===== src/spi_port_pkg_unused_guard.sv =====
`default_nettype none
`default_nettype wire


===== src/spi_port_pkg.sv =====
// Purpose: shared constants and types of the analog die serial register port
// Assumes: 10 MHz ref_clk, serial clock well below a quarter of it
// Notes: register offsets are the printed ones
package spi_port_pkg;
    localparam int unsigned REG_COUNT = 18;
    localparam int unsigned IMAGE_W = REG_COUNT * 8;
    localparam logic [4:0] FRAME_BITS = 5'h10;
    localparam logic [4:0] CNT_OVER = 5'h11;
    localparam logic [4:0] PARITY_SAMPLE = 5'h06;
    localparam logic [4:0] BYTE_BITS = 5'h08;
    localparam logic [7:0] RESET_BYTE = 8'h00;
    localparam logic [4:0] OFS_SYSTEM_CONTROL = 5'h00;
    localparam logic [4:0] OFS_HALF_BRIDGE_OUTPUT = 5'h01;
    localparam logic [4:0] OFS_HIGH_SIDE_OUTPUT = 5'h02;
    localparam logic [4:0] OFS_HALF_BRIDGE_STATUS_CONTROL = 5'h03;
    localparam logic [4:0] OFS_HIGH_SIDE_STATUS_CONTROL = 5'h04;
    localparam logic [4:0] OFS_RESERVED_A = 5'h05;
    localparam logic [4:0] OFS_RESERVED_B = 5'h06;
    localparam logic [4:0] OFS_AUX_OUTPUT_STATUS_CONTROL = 5'h07;
    localparam logic [4:0] OFS_ANALOG_INPUT_MUX_CONTROL = 5'h08;
    localparam logic [4:0] OFS_INTERRUPT_MASK = 5'h09;
    localparam logic [4:0] OFS_INTERRUPT_FLAG = 5'h0A;
    localparam logic [4:0] OFS_WATCHDOG_CONTROL = 5'h0B;
    localparam logic [4:0] OFS_SYSTEM_STATUS = 5'h0C;
    localparam logic [4:0] OFS_RESET_CAUSE_STATUS = 5'h0D;
    localparam logic [4:0] OFS_PRODUCTION_TEST = 5'h0E;
    localparam logic [4:0] OFS_TRIM_ONE = 5'h0F;
    localparam logic [4:0] OFS_TRIM_TWO = 5'h10;
    localparam logic [4:0] OFS_TRIM_THREE = 5'h11;
    localparam logic [7:0] SYSTEM_CONTROL_READ_MASK = 8'h9F;
    localparam logic [7:0] WATCHDOG_CONTROL_READ_MASK = 8'hE0;
    localparam logic [7:0] TRIM_ONE_READ_MASK = 8'hC0;
    localparam int unsigned WD_ENABLE_BIT = 7;
    localparam int unsigned WD_CLEAR_BIT = 0;

    typedef enum logic [1:0] {
        ST_IDLE = 2'b01,
        ST_FRAME = 2'b10
    } link_state_t;

    typedef struct packed {
        logic ss_n;
        logic sck;
        logic mosi;
    } spi_pins_t;

    typedef struct packed {
        logic rw;
        logic [4:0] register_select_field;
        logic parity;
        logic spare;
    } cmd_byte_t;

    typedef struct packed {
        logic valid;
        logic [4:0] sel;
        logic [7:0] data;
    } wr_req_t;

    typedef struct packed {
        link_state_t st;
        logic ss_q;
        logic sck_q;
        logic [4:0] cnt;
        logic [4:0] rcnt;
        logic [15:0] rx;
        logic [7:0] stat;
        logic [7:0] hold;
        logic miso;
        logic oe;
        wr_req_t wr;
    } link_reg_t;

    typedef struct packed {
        logic [REG_COUNT-1:0][7:0] regs;
        logic wd_clear;
    } bank_reg_t;

    typedef struct packed {
        logic s1;
        logic s2;
        logic s3;
        logic level;
    } sync_reg_t;
endpackage : spi_port_pkg


===== src/pin_sync.sv =====
// Purpose: three stage input synchroniser with agreement filter
// Assumes: pin is asynchronous to ref_clk
// Notes: level follows only once stages two and three agree
`timescale 1ns/1ps
`default_nettype none
module pin_sync (
    // clock and reset
    input wire logic ref_clk,
    input wire logic rst,
    // pin and filtered level
    input wire logic pin,
    output logic level,
    input wire logic init
);
    import spi_port_pkg::*;

    sync_reg_t s;
    sync_reg_t next_s;

    always_comb begin
        next_s = s;
        next_s.s1 = pin;
        next_s.s2 = s.s1;
        next_s.s3 = s.s2;
        if (s.s2 == s.s3) begin
            next_s.level = s.s3;
        end
    end

    // reset value must be constant: init is masked off by the AND with 1'b0 and never reaches level
    always_ff @(posedge ref_clk or posedge rst) begin
        if (rst) begin
            s <= '0;
        end else begin
            s <= next_s;
        end
    end

    // agreement taken straight from the stages: a registered level costs a cycle,
    // and a returned bit would then miss the master's next falling clock
    assign level = ((s.s2 == s.s3) ? s.s3 : s.level) | (init & 1'b0);
endmodule : pin_sync
`default_nettype wire


===== src/reg_bank.sv =====
// Purpose: register storage of the analog die behind the serial port
// Assumes: writes arrive as a one-cycle request after a valid frame
// Notes: field semantics of the stored bytes live elsewhere in the die
`timescale 1ns/1ps
`default_nettype none
module reg_bank (
    // clock and reset
    input wire logic ref_clk,
    input wire logic rst,
    // write and read from the link
    input wire spi_port_pkg::wr_req_t wr,
    input wire logic [4:0] rd_sel,
    output logic [7:0] rd_data,
    // die side
    input wire logic [7:0] system_status_register,
    output logic [spi_port_pkg::IMAGE_W-1:0] reg_image,
    output logic watchdog_clear_request
);
    import spi_port_pkg::*;

    bank_reg_t s;
    bank_reg_t next_s;

    always_comb begin
        next_s = s;
        next_s.wd_clear = 1'b0;
        if (wr.valid) begin
            unique case (wr.sel)
                OFS_WATCHDOG_CONTROL: begin
                    // enable is set-only; clear bit is not stored
                    next_s.regs[OFS_WATCHDOG_CONTROL][WD_ENABLE_BIT] =
                        s.regs[OFS_WATCHDOG_CONTROL][WD_ENABLE_BIT] | wr.data[WD_ENABLE_BIT];
                    next_s.regs[OFS_WATCHDOG_CONTROL][6:5] = wr.data[6:5];
                    next_s.wd_clear = wr.data[WD_CLEAR_BIT];
                end
                OFS_RESERVED_A, OFS_RESERVED_B, OFS_SYSTEM_STATUS, OFS_PRODUCTION_TEST: begin
                end
                default: begin
                    if (wr.sel < FRAME_BITS + 5'h02) begin
                        next_s.regs[wr.sel] = wr.data;
                    end
                end
            endcase
        end
    end

    always_comb begin
        unique case (rd_sel)
            OFS_SYSTEM_STATUS: rd_data = system_status_register;
            OFS_SYSTEM_CONTROL: rd_data = s.regs[OFS_SYSTEM_CONTROL] & SYSTEM_CONTROL_READ_MASK;
            OFS_WATCHDOG_CONTROL: rd_data = s.regs[OFS_WATCHDOG_CONTROL] & WATCHDOG_CONTROL_READ_MASK;
            OFS_TRIM_ONE: rd_data = s.regs[OFS_TRIM_ONE] & TRIM_ONE_READ_MASK;
            OFS_TRIM_TWO, OFS_TRIM_THREE, OFS_RESERVED_A, OFS_RESERVED_B,
            OFS_PRODUCTION_TEST: rd_data = RESET_BYTE;
            default: rd_data = (rd_sel < FRAME_BITS + 5'h02) ? s.regs[rd_sel] : RESET_BYTE;
        endcase
    end

    always_ff @(posedge ref_clk or posedge rst) begin
        if (rst) begin
            s <= '0;
        end else begin
            s <= next_s;
        end
    end

    assign reg_image = s.regs;
    assign watchdog_clear_request = s.wd_clear;
endmodule : reg_bank
`default_nettype wire


===== src/spi_register_port.sv =====
// Purpose: serial slave port giving the controller access to die registers
// Assumes: pins sampled by ref_clk; serial clock at most ref_clk / 8
// Notes: edges are found on filtered levels, so each bit lags its pin by ~3 cycles
`timescale 1ns/1ps
`default_nettype none
module spi_register_port (
    // clock and reset
    input wire logic ref_clk,
    input wire logic rst,
    // serial pins
    input wire spi_port_pkg::spi_pins_t pins,
    output logic miso,
    output logic miso_oe,
    // die side
    input wire logic [7:0] system_status_register,
    output logic [spi_port_pkg::IMAGE_W-1:0] reg_image,
    output logic watchdog_clear_request
);
    import spi_port_pkg::*;

    // ************************************************************
    // pin synchronisers
    // ************************************************************
    logic ss_l;
    logic sck_l;
    logic mosi_l;

    pin_sync u_sync_ss (
        .ref_clk(ref_clk),
        .rst(rst),
        .pin(pins.ss_n),
        .level(ss_l),
        .init(1'b1)
    );

    pin_sync u_sync_sck (
        .ref_clk(ref_clk),
        .rst(rst),
        .pin(pins.sck),
        .level(sck_l),
        .init(1'b0)
    );

    pin_sync u_sync_mosi (
        .ref_clk(ref_clk),
        .rst(rst),
        .pin(pins.mosi),
        .level(mosi_l),
        .init(1'b0)
    );

    // ************************************************************
    // edge detection
    // ************************************************************
    link_reg_t s;
    link_reg_t next_s;
    logic ss_fall;
    logic ss_rise;
    logic sck_rise;
    logic sck_fall;
    logic in_frame;
    cmd_byte_t cmd;
    logic parity_ok;
    logic [4:0] rd_sel;
    logic [7:0] rd_data;

    // select level after reset is low until filtered; ss_q starts low too, so no false fall edge (the later rise is ignored in idle)
    assign ss_fall = s.ss_q & ~ss_l;
    assign ss_rise = ~s.ss_q & ss_l;
    assign sck_rise = ~s.sck_q & sck_l;
    assign sck_fall = s.sck_q & ~sck_l;
    assign in_frame = (s.st == ST_FRAME);

    // command byte layout, first bit received is the flag
    assign cmd = s.rx[15:8];
    // even ones over flag, address and parity
    assign parity_ok = ~^{cmd.rw, cmd.register_select_field, cmd.parity};
    // address bits already received when parity arrives
    assign rd_sel = s.rx[4:0];

    // ************************************************************
    // register storage
    // ************************************************************
    reg_bank u_bank (
        .ref_clk(ref_clk),
        .rst(rst),
        .wr(s.wr),
        .rd_sel(rd_sel),
        .rd_data(rd_data),
        .system_status_register(system_status_register),
        .reg_image(reg_image),
        .watchdog_clear_request(watchdog_clear_request)
    );

    // ************************************************************
    // frame engine
    // ************************************************************
    always_comb begin
        next_s = s;
        next_s.ss_q = ss_l;
        next_s.sck_q = sck_l;
        next_s.wr = '0;
        unique case (s.st)
            ST_IDLE: begin
                next_s.oe = 1'b0;
                next_s.miso = 1'b0;
                if (ss_fall) begin
                    next_s.st = ST_FRAME;
                    next_s.oe = 1'b1;
                    next_s.cnt = '0;
                    next_s.rcnt = '0;
                    next_s.stat = system_status_register;
                end
            end
            ST_FRAME: begin
                if (ss_rise) begin
                    next_s.st = ST_IDLE;
                    next_s.oe = 1'b0;
                    next_s.miso = 1'b0;
                    // exact sample count; reads never write; bad parity drops it
                    if (s.cnt == FRAME_BITS && !cmd.rw && parity_ok) begin
                        // write at select rise; spare bit unused
                        next_s.wr.valid = 1'b1;
                        next_s.wr.sel = cmd.register_select_field;
                        next_s.wr.data = s.rx[7:0];
                    end
                end else begin
                    if (sck_rise && s.rcnt < FRAME_BITS) begin
                        // shift out on rise; status then data
                        if (s.rcnt < BYTE_BITS) begin
                            next_s.miso = s.stat[3'(5'h07 - s.rcnt)];
                        end else begin
                            // old register contents in second byte
                            next_s.miso = s.hold[3'(5'h0F - s.rcnt)];
                        end
                        next_s.rcnt = s.rcnt + 5'h01;
                    end
                    if (sck_fall) begin
                        next_s.rx = {s.rx[14:0], mosi_l};
                        next_s.cnt = (s.cnt == CNT_OVER) ? CNT_OVER : s.cnt + 5'h01;
                        if (s.cnt == PARITY_SAMPLE) begin
                            next_s.hold = rd_data;
                        end
                    end
                end
            end
            default: begin
                next_s.st = ST_IDLE;
                next_s.oe = 1'b0;
            end
        endcase
    end

    always_ff @(posedge ref_clk or posedge rst) begin
        if (rst) begin
            s <= '{st: ST_IDLE, default: '0};
        end else begin
            s <= next_s;
        end
    end

    assign miso = s.miso;
    assign miso_oe = s.oe;

    // ************************************************************
    // checks
    // ************************************************************
    idle_release_a: assert property (@(posedge ref_clk) disable iff (rst)
        (s.st == ST_IDLE && $past(s.st) == ST_IDLE) |-> !miso_oe)
        else $error("output driven outside a frame");

    frame_start_a: assert property (@(posedge ref_clk) disable iff (rst)
        (s.st == ST_IDLE && ss_fall) |=> (in_frame && miso_oe))
        else $error("frame not opened after select fall");

    frame_drive_a: assert property (@(posedge ref_clk) disable iff (rst)
        in_frame |-> miso_oe)
        else $error("output not driven inside a frame");

    status_snap_a: assert property (@(posedge ref_clk) disable iff (rst)
        (s.st == ST_IDLE && ss_fall) |=> s.stat == $past(system_status_register))
        else $error("status byte not taken at frame start");

    first_bit_a: assert property (@(posedge ref_clk) disable iff (rst)
        (in_frame && !ss_rise && sck_rise && s.rcnt == 5'h00) |=> miso == s.stat[7])
        else $error("first bit is not status msb");

    rise_only_a: assert property (@(posedge ref_clk) disable iff (rst)
        (in_frame && $past(in_frame) && $changed(miso)) |-> $past(sck_rise))
        else $error("output changed away from a clock rise");

    fall_sample_a: assert property (@(posedge ref_clk) disable iff (rst)
        (in_frame && $past(in_frame) && $changed(s.cnt)) |-> $past(sck_fall))
        else $error("sample taken away from a clock fall");

    exact_count_a: assert property (@(posedge ref_clk) disable iff (rst)
        s.wr.valid |-> ($past(s.cnt) == FRAME_BITS && $past(ss_rise)))
        else $error("write from a frame without sixteen samples");

    read_nowrite_a: assert property (@(posedge ref_clk) disable iff (rst)
        s.wr.valid |-> !$past(s.rx[15]))
        else $error("read frame produced a write");

    parity_gate_a: assert property (@(posedge ref_clk) disable iff (rst)
        s.wr.valid |-> $past(parity_ok))
        else $error("write with bad parity accepted");

    hold_capture_a: assert property (@(posedge ref_clk) disable iff (rst)
        (in_frame && !ss_rise && sck_fall && s.cnt == PARITY_SAMPLE) |=> s.hold == $past(rd_data))
        else $error("register not captured at parity bit");

    data_byte_a: assert property (@(posedge ref_clk) disable iff (rst)
        (in_frame && !ss_rise && sck_rise && s.rcnt == BYTE_BITS) |=> miso == s.hold[7])
        else $error("second byte does not start with captured msb");

    wd_pulse_a: assert property (@(posedge ref_clk) disable iff (rst)
        watchdog_clear_request |-> ($past(s.wr.valid) && $past(s.wr.sel) == OFS_WATCHDOG_CONTROL))
        else $error("watchdog clear outside a watchdog write");

    wd_single_a: assert property (@(posedge ref_clk) disable iff (rst)
        watchdog_clear_request |=> !watchdog_clear_request)
        else $error("watchdog clear longer than one cycle");

    idle_low_a: assert property (@(posedge ref_clk) disable iff (rst)
        !miso_oe |-> !miso)
        else $error("output data not parked while released");

    image_write_a: assert property (@(posedge ref_clk) disable iff (rst)
        $changed(reg_image) |-> $past(s.wr.valid))
        else $error("register changed without a finished write frame");

    write_take_a: assert property (@(posedge ref_clk) disable iff (rst)
        (in_frame && ss_rise && s.cnt == FRAME_BITS && !cmd.rw && parity_ok) |=> s.wr.valid)
        else $error("valid write frame dropped");

    write_addr_a: assert property (@(posedge ref_clk) disable iff (rst)
        s.wr.valid |-> s.wr.sel == $past(s.rx[14:10]))
        else $error("write aimed at the wrong register");

    write_data_a: assert property (@(posedge ref_clk) disable iff (rst)
        (s.wr.valid && s.wr.sel == OFS_HALF_BRIDGE_OUTPUT) |=> reg_image[15:8] == $past(s.wr.data))
        else $error("write data not stored");

    cover_write_c: cover property (@(posedge ref_clk) disable iff (rst) s.wr.valid);
    cover_read_c: cover property (@(posedge ref_clk) disable iff (rst)
        (in_frame && ss_rise && s.cnt == FRAME_BITS && cmd.rw));
    cover_short_c: cover property (@(posedge ref_clk) disable iff (rst)
        (in_frame && ss_rise && s.cnt != FRAME_BITS));
    cover_parity_c: cover property (@(posedge ref_clk) disable iff (rst)
        (in_frame && ss_rise && s.cnt == FRAME_BITS && !cmd.rw && !parity_ok));
endmodule : spi_register_port
`default_nettype wire


===== config.mk =====
export PLATFORM = sky130hd
export DESIGN_NAME = spi_register_port
export DESIGN_NICKNAME = d
export VERILOG_FILES = /design/src/spi_port_pkg_unused_guard.sv /design/src/spi_port_pkg.sv /design/src/pin_sync.sv /design/src/reg_bank.sv /design/src/spi_register_port.sv
export SDC_FILE = /design/constraint.sdc
export NUM_CORES = 1
export LEC_CHECK = 0
export BUFFER_PORTS_ARGS = -buffer_cell sky130_fd_sc_hd__buf_2
export CAP_MARGIN = 40
export CORE_MARGIN = 5
export CORE_UTILIZATION = 30
export CTS_BUF_LIST = sky130_fd_sc_hd__clkbuf_2
export DETAILED_ROUTE_END_ITERATION = 16
export HOLD_SLACK_MARGIN = 0.06
export PLACE_DENSITY = 0.56
export RECOVER_POWER = 100
export SETUP_SLACK_MARGIN = 0.02
export SLEW_MARGIN = 20
export SYNTH_ARGS = -nofsm -noshare
export SYNTH_HDL_FRONTEND = slang
export SYNTH_HIERARCHICAL = 1
export SYNTH_SLANG_ARGS = --single-unit

===== constraint.sdc =====
create_clock -name ref_clk -period 5.5 [get_ports ref_clk]
set_input_delay 1.1 -clock ref_clk [delete_from_list [all_inputs] [get_ports ref_clk]]
set_output_delay 1.1 -clock ref_clk [all_outputs]
set_load 0.01 [all_outputs]

==> impl_metrics.json, run 1 <==
{
  "max_slew.worst_pin.slew_ns": 1.88,
  "drive_gt1_frac": 0.297,
  "grt_antenna_before_repair": 1,
  "critical-path-top-delay-family": "buffers and inverters",
  "finalCriticalPeriod_ns": 3.47,
  "numCtsBuffers": 56,
  "top_layer": "met4",
  "worstSetupPathDepth": 4,
  "crit_type": "primary input to asynchronous set/reset pin",
  "cts_setup_buffers": 0,
  "setup_viol": 0,
  "crit_chain": "clkbuf_1 -> inv_1 -> clkbuf_1 -> clkbuf_1",
  "r2r-start": "s[60]$_DFFE_PP1P_",
  "ctsHoldBuffers": 0,
  "drtIter0Drc": 464,
  "maxCapViolations": 2,
  "finalSetupTns_ns": 0,
  "syn-num-nets": 715,
  "die_x_um": 190,
  "insertion_delay_ns": 0.87,
  "drt_wl_total_mm": 28.6,
  "vias": 6485,
  "postPlaceCellArea_sq_mm": 0.0108,
  "grt_start_max_net_pins": 76,
  "syn_avg_cell_area_sq_um": 14.0,
  "cts_max_path_buffers": 3,
  "violations": "max-capacitance violations, max-slew violations",
  "min_period_over_period": 0.630,
  "htreeDepth": 2,
  "clock_skew_ns": 0.0511,
  "final_nets": 874,
  "drtPass1Iterations": 5,
  "p_per_area_mw_per_mm2": 308,
  "die_h_um": 190,
  "portBuffers": 159,
  "gp_congestion": 0.837,
  "hold_violations": 0,
  "max-vdd-ir-drop_v": 0.000109,
  "crit_path_frequent_cell": "clkbuf_1",
  "wl_met3_mm": 1.85,
  "cpMaxStageDelayCell": "clkbuf_1",
  "critPathMaxStageDelay_ns": 1.36,
  "via_per_inst": 4.86,
  "grt_pass1_vias": 6892,
  "grt_pass1_wl_mm": 44.1,
  "clkSinkCount": 219,
  "fmax_mhz": 289,
  "leakagePower_nw": 5.05,
  "slew_headroom": -0.256,
  "ant_nets": 0,
  "root_buffer": "clkbuf_2",
  "rows": 66,
  "crit_fanout": 32,
  "crit_path_end_kind": "asynchronous set/reset pin",
  "final_area_sq_mm": 0.0112,
  "ctsResizeCount": 0,
  "syn2layout_area_growth_pct": 14.5,
  "critical_path_required_ns": 6.15,
  "clk_transition_reported_paths_ns": 0.11,
  "outcome": "finished, violations left",
  "reg2reg_depth": 6,
  "wl_met2_mm": 13.1,
  "cp_data_arrival_time_ns": 4.12,
  "die_area_sq_mm": 0.0362,
  "crit_buf_inv": 4,
  "synth_warnings": 6,
  "cts_tree": "done",
  "rsz0062_at_grt": "false",
  "met1_length_mm": 13.1,
  "syn_area_sq_mm": 0.00974,
  "post_drt_wl_per_cell_um": 21.5,
  "netlist_instances": 695,
  "core_sq_mm": 0.0323,
  "hp-class": "primary input to asynchronous set/reset pin",
  "start_util": 0.302,
  "hpwl_mm": 20.3,
  "overflow": 0,
  "start_kind": "primary input",
  "regToRegSetupSlack_ns": 2.41,
  "maxSlewViolCount": 62,
  "r2r-end": "rd_sel[1]$_DFFE_PP0P_",
  "pin_count": 160,
  "drc": 0,
  "grtUsageTotal": 0.159
}
area by class of cell:
class / count / area, sq um
Fill cell: 3310 / 21100
Sequential cell: 219 / 5480
Multi-Input combinational cell: 392 / 3820
Timing Repair Buffer: 171 / 708
Tap cell: 442 / 553
Clock buffer: 77 / 385
Clock inverter: 17 / 143
Inverter: 14 / 53.8
Antenna cell: 1 / 2.50
sequential cells by signal, summed over array words and instances, names as in the netlist:
name	count
u_sync_sck/s	2
miso_oe	1
u_sync_ss/next_s	2
u_bank/watchdog_clear_request	1
u_sync_mosi/s	2
u_sync_ss/s	2
u_sync_mosi/next_s	2
miso	1
s	47
u_sync_sck/next_s	2
rd_sel	5
cmd	8
u_bank/reg_image	144
worst register-to-register path, stage by stage, from the launching register on:
cell	delay, ns
dfstp_1	0.39
inv_1	0.08
ha_1	0.48
inv_1	0.20
nor2_1	0.66
nand2_1	0.67
mux2_1	0.51
routing by layer:
metal | vias up | track usage
met1 | 3350 | 0.224
li1 | 2878 | -
met3 | 32 | 0.0398
met2 | 225 | 0.243
met4 | 0 | 0.0519
met5 | - | 0
cells in the final DEF, fill, tap and decap left out, types with 4 or more instances in the layout:
cell	instances
and2_0	14
o22ai_1	7
buf_2	10
a21oi_1	4
clkbuf_1	154
a211oi_1	7
mux4_2	28
mux2i_1	22
a22oi_1	6
nor2_1	20
nand3_1	8
clkinv_1	14
nor3_1	12
ha_1	7
mux2_1	19
nand3b_1	5
o211ai_1	4
clkbuf_2	77
nand2_1	20
nand2b_1	8
inv_1	13
o21ai_0	12
buf_4	5
dfrtp_1	217
mux2_2	128
nor2b_1	6
where the power goes:
part	leakage, nW	switching, W	internal [W]
Combinational	1.69	0.000289	0.000226
Sequential	2.98	0.0000722	0.00167
Clock	0.384	0.000666	0.000514
how the worst max path moves through the flow:
stage / slack [ns] / to / start
floorplan: 0.51 / u_bank/reg_image[0]$_DFFE_PP0P_ / rst
global placement: 2.83 / s[23]$_DFFE_PP0P_ / rd_sel[0]$_DFFE_PP0P_
finish: 2.03 / s[22]$_DFFE_PP0P_ / rst
global route: 1.40 / s[22]$_DFFE_PP0P_ / rst
CTS: 2.74 / reg_image[7] / u_bank/reg_image[7]$_DFFE_PP0P_
detailed placement: 2.84 / s[23]$_DFFE_PP0P_ / rd_sel[0]$_DFFE_PP0P_
metrics by stage:
stage / hold slack [ns] / instances / utilization / worst slack (ns) / power (W)
6_report: 0.222 / 1333 / 0.345 / 2.03 / 0.00344
5_1_grt: 0.159 / 1333 / 0.345 / 1.40 / 0.00363
4_1_cts: 0.0855 / 1329 / 0.352 / 2.74 / 0.00350
3_5_place_dp: 0.335 / 1235 / 0.336 / 2.84 / 0.00230
3_3_place_gp: 0.333 / 1234 / 0.335 / 2.83 / 0.00228
2_1_floorplan: 0.331 / 695 / - / 0.505 / 0.00221
No activity file was read; power rests on OpenSTA's default activity.
==> run 2: changes to the inputs <==
==> constraint.sdc (replaced) <==
create_clock -name ref_clk -period 3.45 [get_ports ref_clk]
set_input_delay 0.69 -clock ref_clk [delete_from_list [all_inputs] [get_ports ref_clk]]
set_output_delay 0.69 -clock ref_clk [all_outputs]
set_load 0.01 [all_outputs]
==> run 2 against run 1 <==
Net effect:
- the run still ends with max-capacitance violations, max-slew violations left
- clock skew is 0.0036 ns higher
- highest routed layer unchanged
- via count increased by 0.89%
- sequential cell count unchanged
==> impl_metrics.json, run 2 (synthesized netlist as in run 1, its figures left out) <==
{
  "met1_length_mm": 13.4,
  "start_util": 0.302,
  "slew_headroom": -0.235,
  "fillers": 3293,
  "portBuffers": 159,
  "hpwl_mm": 20.7,
  "drtPass1Iterations": 5,
  "worstHoldStart": "system_status_register[3]",
  "core_sq_mm": 0.0323,
  "drive_gt1_frac": 0.302,
  "ctsResizeCount": 0,
  "setup_viol": 0,
  "cpMaxStageDelayCell": "dfrtp_1",
  "startpoint": "rd_sel[0]$_DFFE_PP0P_",
  "insertion_delay_ns": 0.85,
  "start_kind": "flip-flop",
  "wl_met3_mm": 1.68,
  "root_buffer": "clkbuf_2",
  "layout_common_cells": "dfrtp_1, clkbuf_1, mux2_2",
  "grt_pass1_vias": 6875,
  "post_drt_wl_per_cell_um": 21.0,
  "rows": 66,
  "cts_tree": "done",
  "crit_chain": "clkbuf_2 -> mux4_2 -> a22oi_1 -> a21oi_1 -> a221o_1 -> mux2_1",
  "cts_max_path_buffers": 3,
  "drtIter0Drc": 337,
  "max-vdd-ir-drop_v": 0.000182,
  "maxSlewViolCount": 66,
  "finalSetupTns_ns": 0,
  "syn2layout_area_growth_pct": 15.6,
  "p_sw_w": 0.00166,
  "cp_data_arrival_time_ns": 3.59,
  "wl_met2_mm": 12.9,
  "final_area_sq_mm": 0.0113,
  "reg2reg_depth": 6,
  "clkPwrFrac": 0.326,
  "regToRegSetupSlack_ns": 0.61,
  "comb_power_share": 0.158,
  "leakagePower_nw": 5.11,
  "rsz0062_at_grt": "false",
  "grt_antenna_before_repair": 1,
  "clk_transition_reported_paths_ns": 0.11,
  "die_x_um": 190,
  "overflow": 0,
  "largest_reg_flops": 144,
  "die_h_um": 190,
  "numCtsBuffers": 56,
  "switching_share": 0.308,
  "drc": 0,
  "grtUsageTotal": 0.158,
  "clock_skew_ns": 0.0546,
  "die_area_sq_mm": 0.0362,
  "pin_count": 160,
  "gp_congestion": 0.796,
  "p_int_w": 0.00374,
  "fmax_mhz": 352,
  "worstHoldEndpoint": "s[27]$_DFFE_PP0P_",
  "final_nets": 892,
  "critPathMaxStageDelay_ns": 0.88,
  "min_period_over_period": 0.822,
  "grt_start_max_net_pins": 36,
  "critical_path_required_ns": 4.20,
  "ant_nets": 0,
  "maxCapViolations": 2,
  "top_layer": "met4",
  "outcome": "finished, violations left",
  "r2r-start": "rd_sel[0]$_DFFE_PP0P_",
  "p_per_area_mw_per_mm2": 479,
  "hp-class": "primary input to flip-flop",
  "htreeDepth": 2,
  "hold_violations": 0,
  "multiInputGateArea_sq_mm": 0.00383,
  "crit_path_end_kind": "flip-flop",
  "postPlaceCellArea_sq_mm": 0.0110,
  "max_slew.worst_pin.slew_ns": 1.85,
  "crit_type": "flip-flop to flip-flop",
  "violations": "max-capacitance violations, max-slew violations",
  "hold_depth": 2,
  "crit_fanout": 14,
  "r2r-end": "s[20]$_DFFE_PP0P_",
  "final_common_cell": "dfrtp_1",
  "grt_pass1_wl_mm": 44.0,
  "clkSinkCount": 219,
  "via_per_inst": 4.83,
  "ff_latch_area_sq_mm": 0.00548,
  "finalCriticalPeriod_ns": 2.84,
  "vias": 6543,
  "pwr-share-seq": 0.516,
  "drt_wl_total_mm": 28.4
}
run 2: changes by cell type in the layout (fill, tap and decap cells not counted), sizes merged:
cell / delta
clkinv: +4
clkbuf: +5
inv: +1
clkinvlp: +1
dlygate4sd3: +9
buf: +4
bufinv: -2
run 2: worst max path at each step:
stage,to,slack [ns]
floorplan,u_bank/reg_image[0]$_DFFE_PP0P_,0.94
global placement,s[16]$_DFFE_PP0P_,0.97
detailed placement,s[39]$_DFFE_PP0P_,0.92
CTS,rd_sel[1]$_DFFE_PP0P_,0.91
global route,s[0]$_DFF_PP0_,0.39
finish,s[20]$_DFFE_PP0P_,0.61
run 2: repair_timing:
action / in CTS / in global routing
hold buffers: 9 / 0
endpoints found under the hold margin: 109 / 0
setup buffers: 0 / 0
run 2: final cells by class:
cell class	count	area share
Multi-Input combinational cell	392	0.340
Inverter	14	0.00478
Timing Repair Buffer	189	0.0749
Tap cell	442	0.0491
Clock buffer	77	0.0342
Clock inverter	21	0.0102
Sequential cell	219	0.487
Antenna cell	1	0.000222
run 2: layer usage:
metal,vias to the layer above,GRT usage
met5,-,0
met4,0,0.0464
met3,41,0.0356
met2,223,0.235
met1,3357,0.233
li1,2922,-
run 2: per-stage QoR:
stage                     power (W)  hold slack, ns  instances  setup slack (ns)   util
final                       0.00540           0.156       1355             0.613  0.349
after global routing        0.00572          0.0830       1355             0.390  0.349
after CTS                   0.00552          0.0680       1354             0.912  0.358
after detailed placement    0.00371           0.340       1247             0.923  0.340
after global placement      0.00370           0.333       1245             0.971  0.339
after floorplan             0.00353           0.331        695             0.941      -
run 2: worst max-delay path, delay by kind of cell (launching register included):
| family | cells | cell delay [ns] |
|---|---|---|
| AO/OA/AOI/OAI | 3 | 0.51 |
| flip-flops | 1 | 0.88 |
| multiplexers | 2 | 0.88 |
| buffers and inverters | 1 | 0.45 |
run 2: power by group through the flow:
stage	clock network (W)	logic (W)	registers, W
6_report	0.00176	0.000854	0.00278
5_1_grt	0.00198	0.000938	0.00281
4_1_cts	0.00185	0.000887	0.00279
3_5_place_dp	0	0.000874	0.00284
3_3_place_gp	0	0.000863	0.00283
2_1_floorplan	0	0.000774	0.00276
==> run 3: changes to the inputs <==
--- a/config.mk
+++ b/config.mk
@@ -12,7 +12,7 @@
 export CTS_BUF_LIST = sky130_fd_sc_hd__clkbuf_2
 export DETAILED_ROUTE_END_ITERATION = 16
 export HOLD_SLACK_MARGIN = 0.06
-export PLACE_DENSITY = 0.56
+export PLACE_DENSITY = 0.58
 export RECOVER_POWER = 100
 export SETUP_SLACK_MARGIN = 0.02
 export SLEW_MARGIN = 20
==> constraint.sdc (replaced) <==
create_clock -name ref_clk -period 2.6 [get_ports ref_clk]
set_input_delay 0.52 -clock ref_clk [delete_from_list [all_inputs] [get_ports ref_clk]]
set_output_delay 0.52 -clock ref_clk [all_outputs]
set_load 0.01 [all_outputs]
==> run 3 against run 2 <==
Net effect:
- the run now ends clean
- wire length down 1.7%
- combinational power up 43%
- clock power up 36%
- critical endpoint unchanged
- cell count up 0.66%
- count of clock-buffer cells in the layout up 8
- register-to-register slack worse by 0.35 ns
- sequential cell count unchanged
- worst setup slack worse by 0.35 ns
- power up 35%
- critical path type unchanged
- via count up 0.40%
- global-route usage down 0.38 points
- critical path depth unchanged
==> impl_metrics.json, run 3 (synthesized netlist as in run 1, its figures left out) <==
{
  "portBuffers": 159,
  "root_buffer": "clkbuf_2",
  "fillers": 3286,
  "pwr-share-seq": 0.501,
  "slew_headroom": 0.104,
  "syn2layout_area_growth_pct": 16.6,
  "top_layer": "met4",
  "fmax_mhz": 428,
  "cp_data_arrival_time_ns": 3.11,
  "cts_setup_buffers": 0,
  "insertion_delay_ns": 0.88,
  "ant_nets": 0,
  "rsz0062_at_grt": "false",
  "comb_power_share": 0.168,
  "hp-class": "primary input to asynchronous set/reset pin",
  "start_util": 0.302,
  "grt_pass1_wl_mm": 42.9,
  "p_int_w": 0.00504,
  "gp_congestion": 0.821,
  "via_per_inst": 4.82,
  "crit_path_end_kind": "flip-flop",
  "core_sq_mm": 0.0323,
  "grtUsageTotal": 0.155,
  "setup_viol": 0,
  "drtPass1Iterations": 5,
  "hpwl_mm": 20.2,
  "hold_violations": 0,
  "overflow": 0,
  "finalSetupTns_ns": 0,
  "clkSinkCount": 219,
  "clkPwrFrac": 0.331,
  "drt_wl_total_mm": 28.0,
  "die_h_um": 190,
  "finalCriticalPeriod_ns": 2.34,
  "cts_max_path_buffers": 3,
  "hold_slack_ns": 0.234,
  "start_kind": "flip-flop",
  "leakagePower_nw": 5.19,
  "grt_start_max_net_pins": 68,
  "reg2reg_depth": 6,
  "startpoint": "rd_sel[0]$_DFFE_PP0P_",
  "crit_fanout": 32,
  "switching_share": 0.306,
  "grt_antenna_before_repair": 1,
  "p_per_area_mw_per_mm2": 639,
  "final_nets": 897,
  "cp-endpoint": "s[20]$_DFFE_PP0P_",
  "cpMaxStageDelayCell": "mux4_2",
  "vias": 6569,
  "maxCapViolations": 0,
  "wl_met3_mm": 1.85,
  "htreeDepth": 2,
  "outcome": "completed",
  "maxSlewViolCount": 0,
  "layout_common_cells": "dfrtp_1, clkbuf_1, mux2_2",
  "r2r-start": "rd_sel[0]$_DFFE_PP0P_",
  "post_drt_wl_per_cell_um": 20.5,
  "crit_chain": "buf_6 -> mux4_2 -> a211oi_1 -> a21oi_1 -> a221o_1 -> mux2_1",
  "crit_type": "flip-flop to flip-flop",
  "regToRegSetupSlack_ns": 0.26,
  "met1_length_mm": 12.9,
  "p_sw_w": 0.00222,
  "final_common_cell": "dfrtp_1",
  "rows": 66,
  "max_slew.worst_pin.slew_ns": 1.34,
  "r2r-end": "s[20]$_DFFE_PP0P_",
  "numCtsBuffers": 56,
  "final_area_sq_mm": 0.0114,
  "grt_pass1_vias": 6892,
  "postPlaceCellArea_sq_mm": 0.0110,
  "drtIter0Drc": 451,
  "pin_count": 160,
  "drive_gt1_frac": 0.311,
  "largest_reg_flops": 144,
  "die_area_sq_mm": 0.0362,
  "drc": 0,
  "critPathMaxStageDelay_ns": 0.57,
  "clk_transition_reported_paths_ns": 0.11,
  "die_x_um": 190,
  "clock_skew_ns": 0.0656,
  "cts_tree": "done",
  "critical_path_required_ns": 3.37,
  "wl_met2_mm": 12.8,
  "min_period_over_period": 0.899,
  "max-vdd-ir-drop_v": 0.000257
}
run 3: power groups by stage:
stage	logic [W]	clock network, W	registers (W)
floorplan	0.00103	0	0.00366
global placement	0.00126	0	0.00371
detailed placement	0.00127	0	0.00372
CTS	0.00129	0.00251	0.00365
global route	0.00134	0.00268	0.00366
finish	0.00122	0.00240	0.00364
run 3: layout make-up:
| class | count | area [sq um] | share of cell area |
|---|---|---|---|
| Sequential cell | 219 | 5480 | 0.482 |
| Multi-Input combinational cell | 392 | 3830 | 0.337 |
| Timing Repair Buffer | 194 | 920 | 0.0809 |
| Tap cell | 442 | 553 | 0.0487 |
| Clock buffer | 85 | 425 | 0.0374 |
| Clock inverter | 17 | 91.3 | 0.00804 |
| Inverter | 14 | 53.8 | 0.00473 |
| Antenna cell | 1 | 2.50 | 0.000220 |
run 3: worst max-delay path: cells and delay by family (launching register included):
family / cells / cell delay (ns)
flip-flops: 1 / 0.41
multiplexers: 2 / 0.85
AO/OA/AOI/OAI: 3 / 0.59
buffers and inverters: 1 / 0.38
run 3: worst min path at each step:
stage,startpoint,end,slack [ns],cells after the start
finish,rst,u_sync_sck/s[1]$_DFF_PP0_,0.23,3
floorplan,rst,u_sync_mosi/next_s[1]$_DFF_PP0_,0.29,1
detailed placement,u_sync_mosi/next_s[2]$_DFF_PP0_,u_sync_mosi/next_s[1]$_DFF_PP0_,0.33,0
CTS,rst,u_sync_sck/s[1]$_DFF_PP0_,0.10,3
global route,rst,u_sync_sck/s[1]$_DFF_PP0_,0.21,3
global placement,u_sync_sck/next_s[2]$_DFF_PP0_,u_sync_sck/next_s[1]$_DFF_PP0_,0.33,0
run 3: metrics by stage:
step | utilization | total power (W) | std cells | setup slack (ns)
floorplan | - | 0.00469 | 695 | 0.261
global placement | 0.341 | 0.00497 | 1249 | 0.393
detailed placement | 0.341 | 0.00498 | 1249 | 0.392
CTS | 0.361 | 0.00744 | 1363 | 0.377
global route | 0.352 | 0.00768 | 1364 | 0.148
finish | 0.352 | 0.00726 | 1364 | 0.262
run 3: routing by layer:
metal / track usage / vias up
met5: 0 / -
met3: 0.0352 / 39
li1: - / 2935
met2: 0.240 / 236
met4: 0.0423 / 0
met1: 0.219 / 3359
run 3: repair_timing:
| action | in CTS | in global routing |
|---|---|---|
| hold endpoints to repair | 196 | 0 |
| hold buffers | 12 | 0 |
| gates resized for setup | 0 | 0 |
| setup endpoints to repair | 0 | 0 |
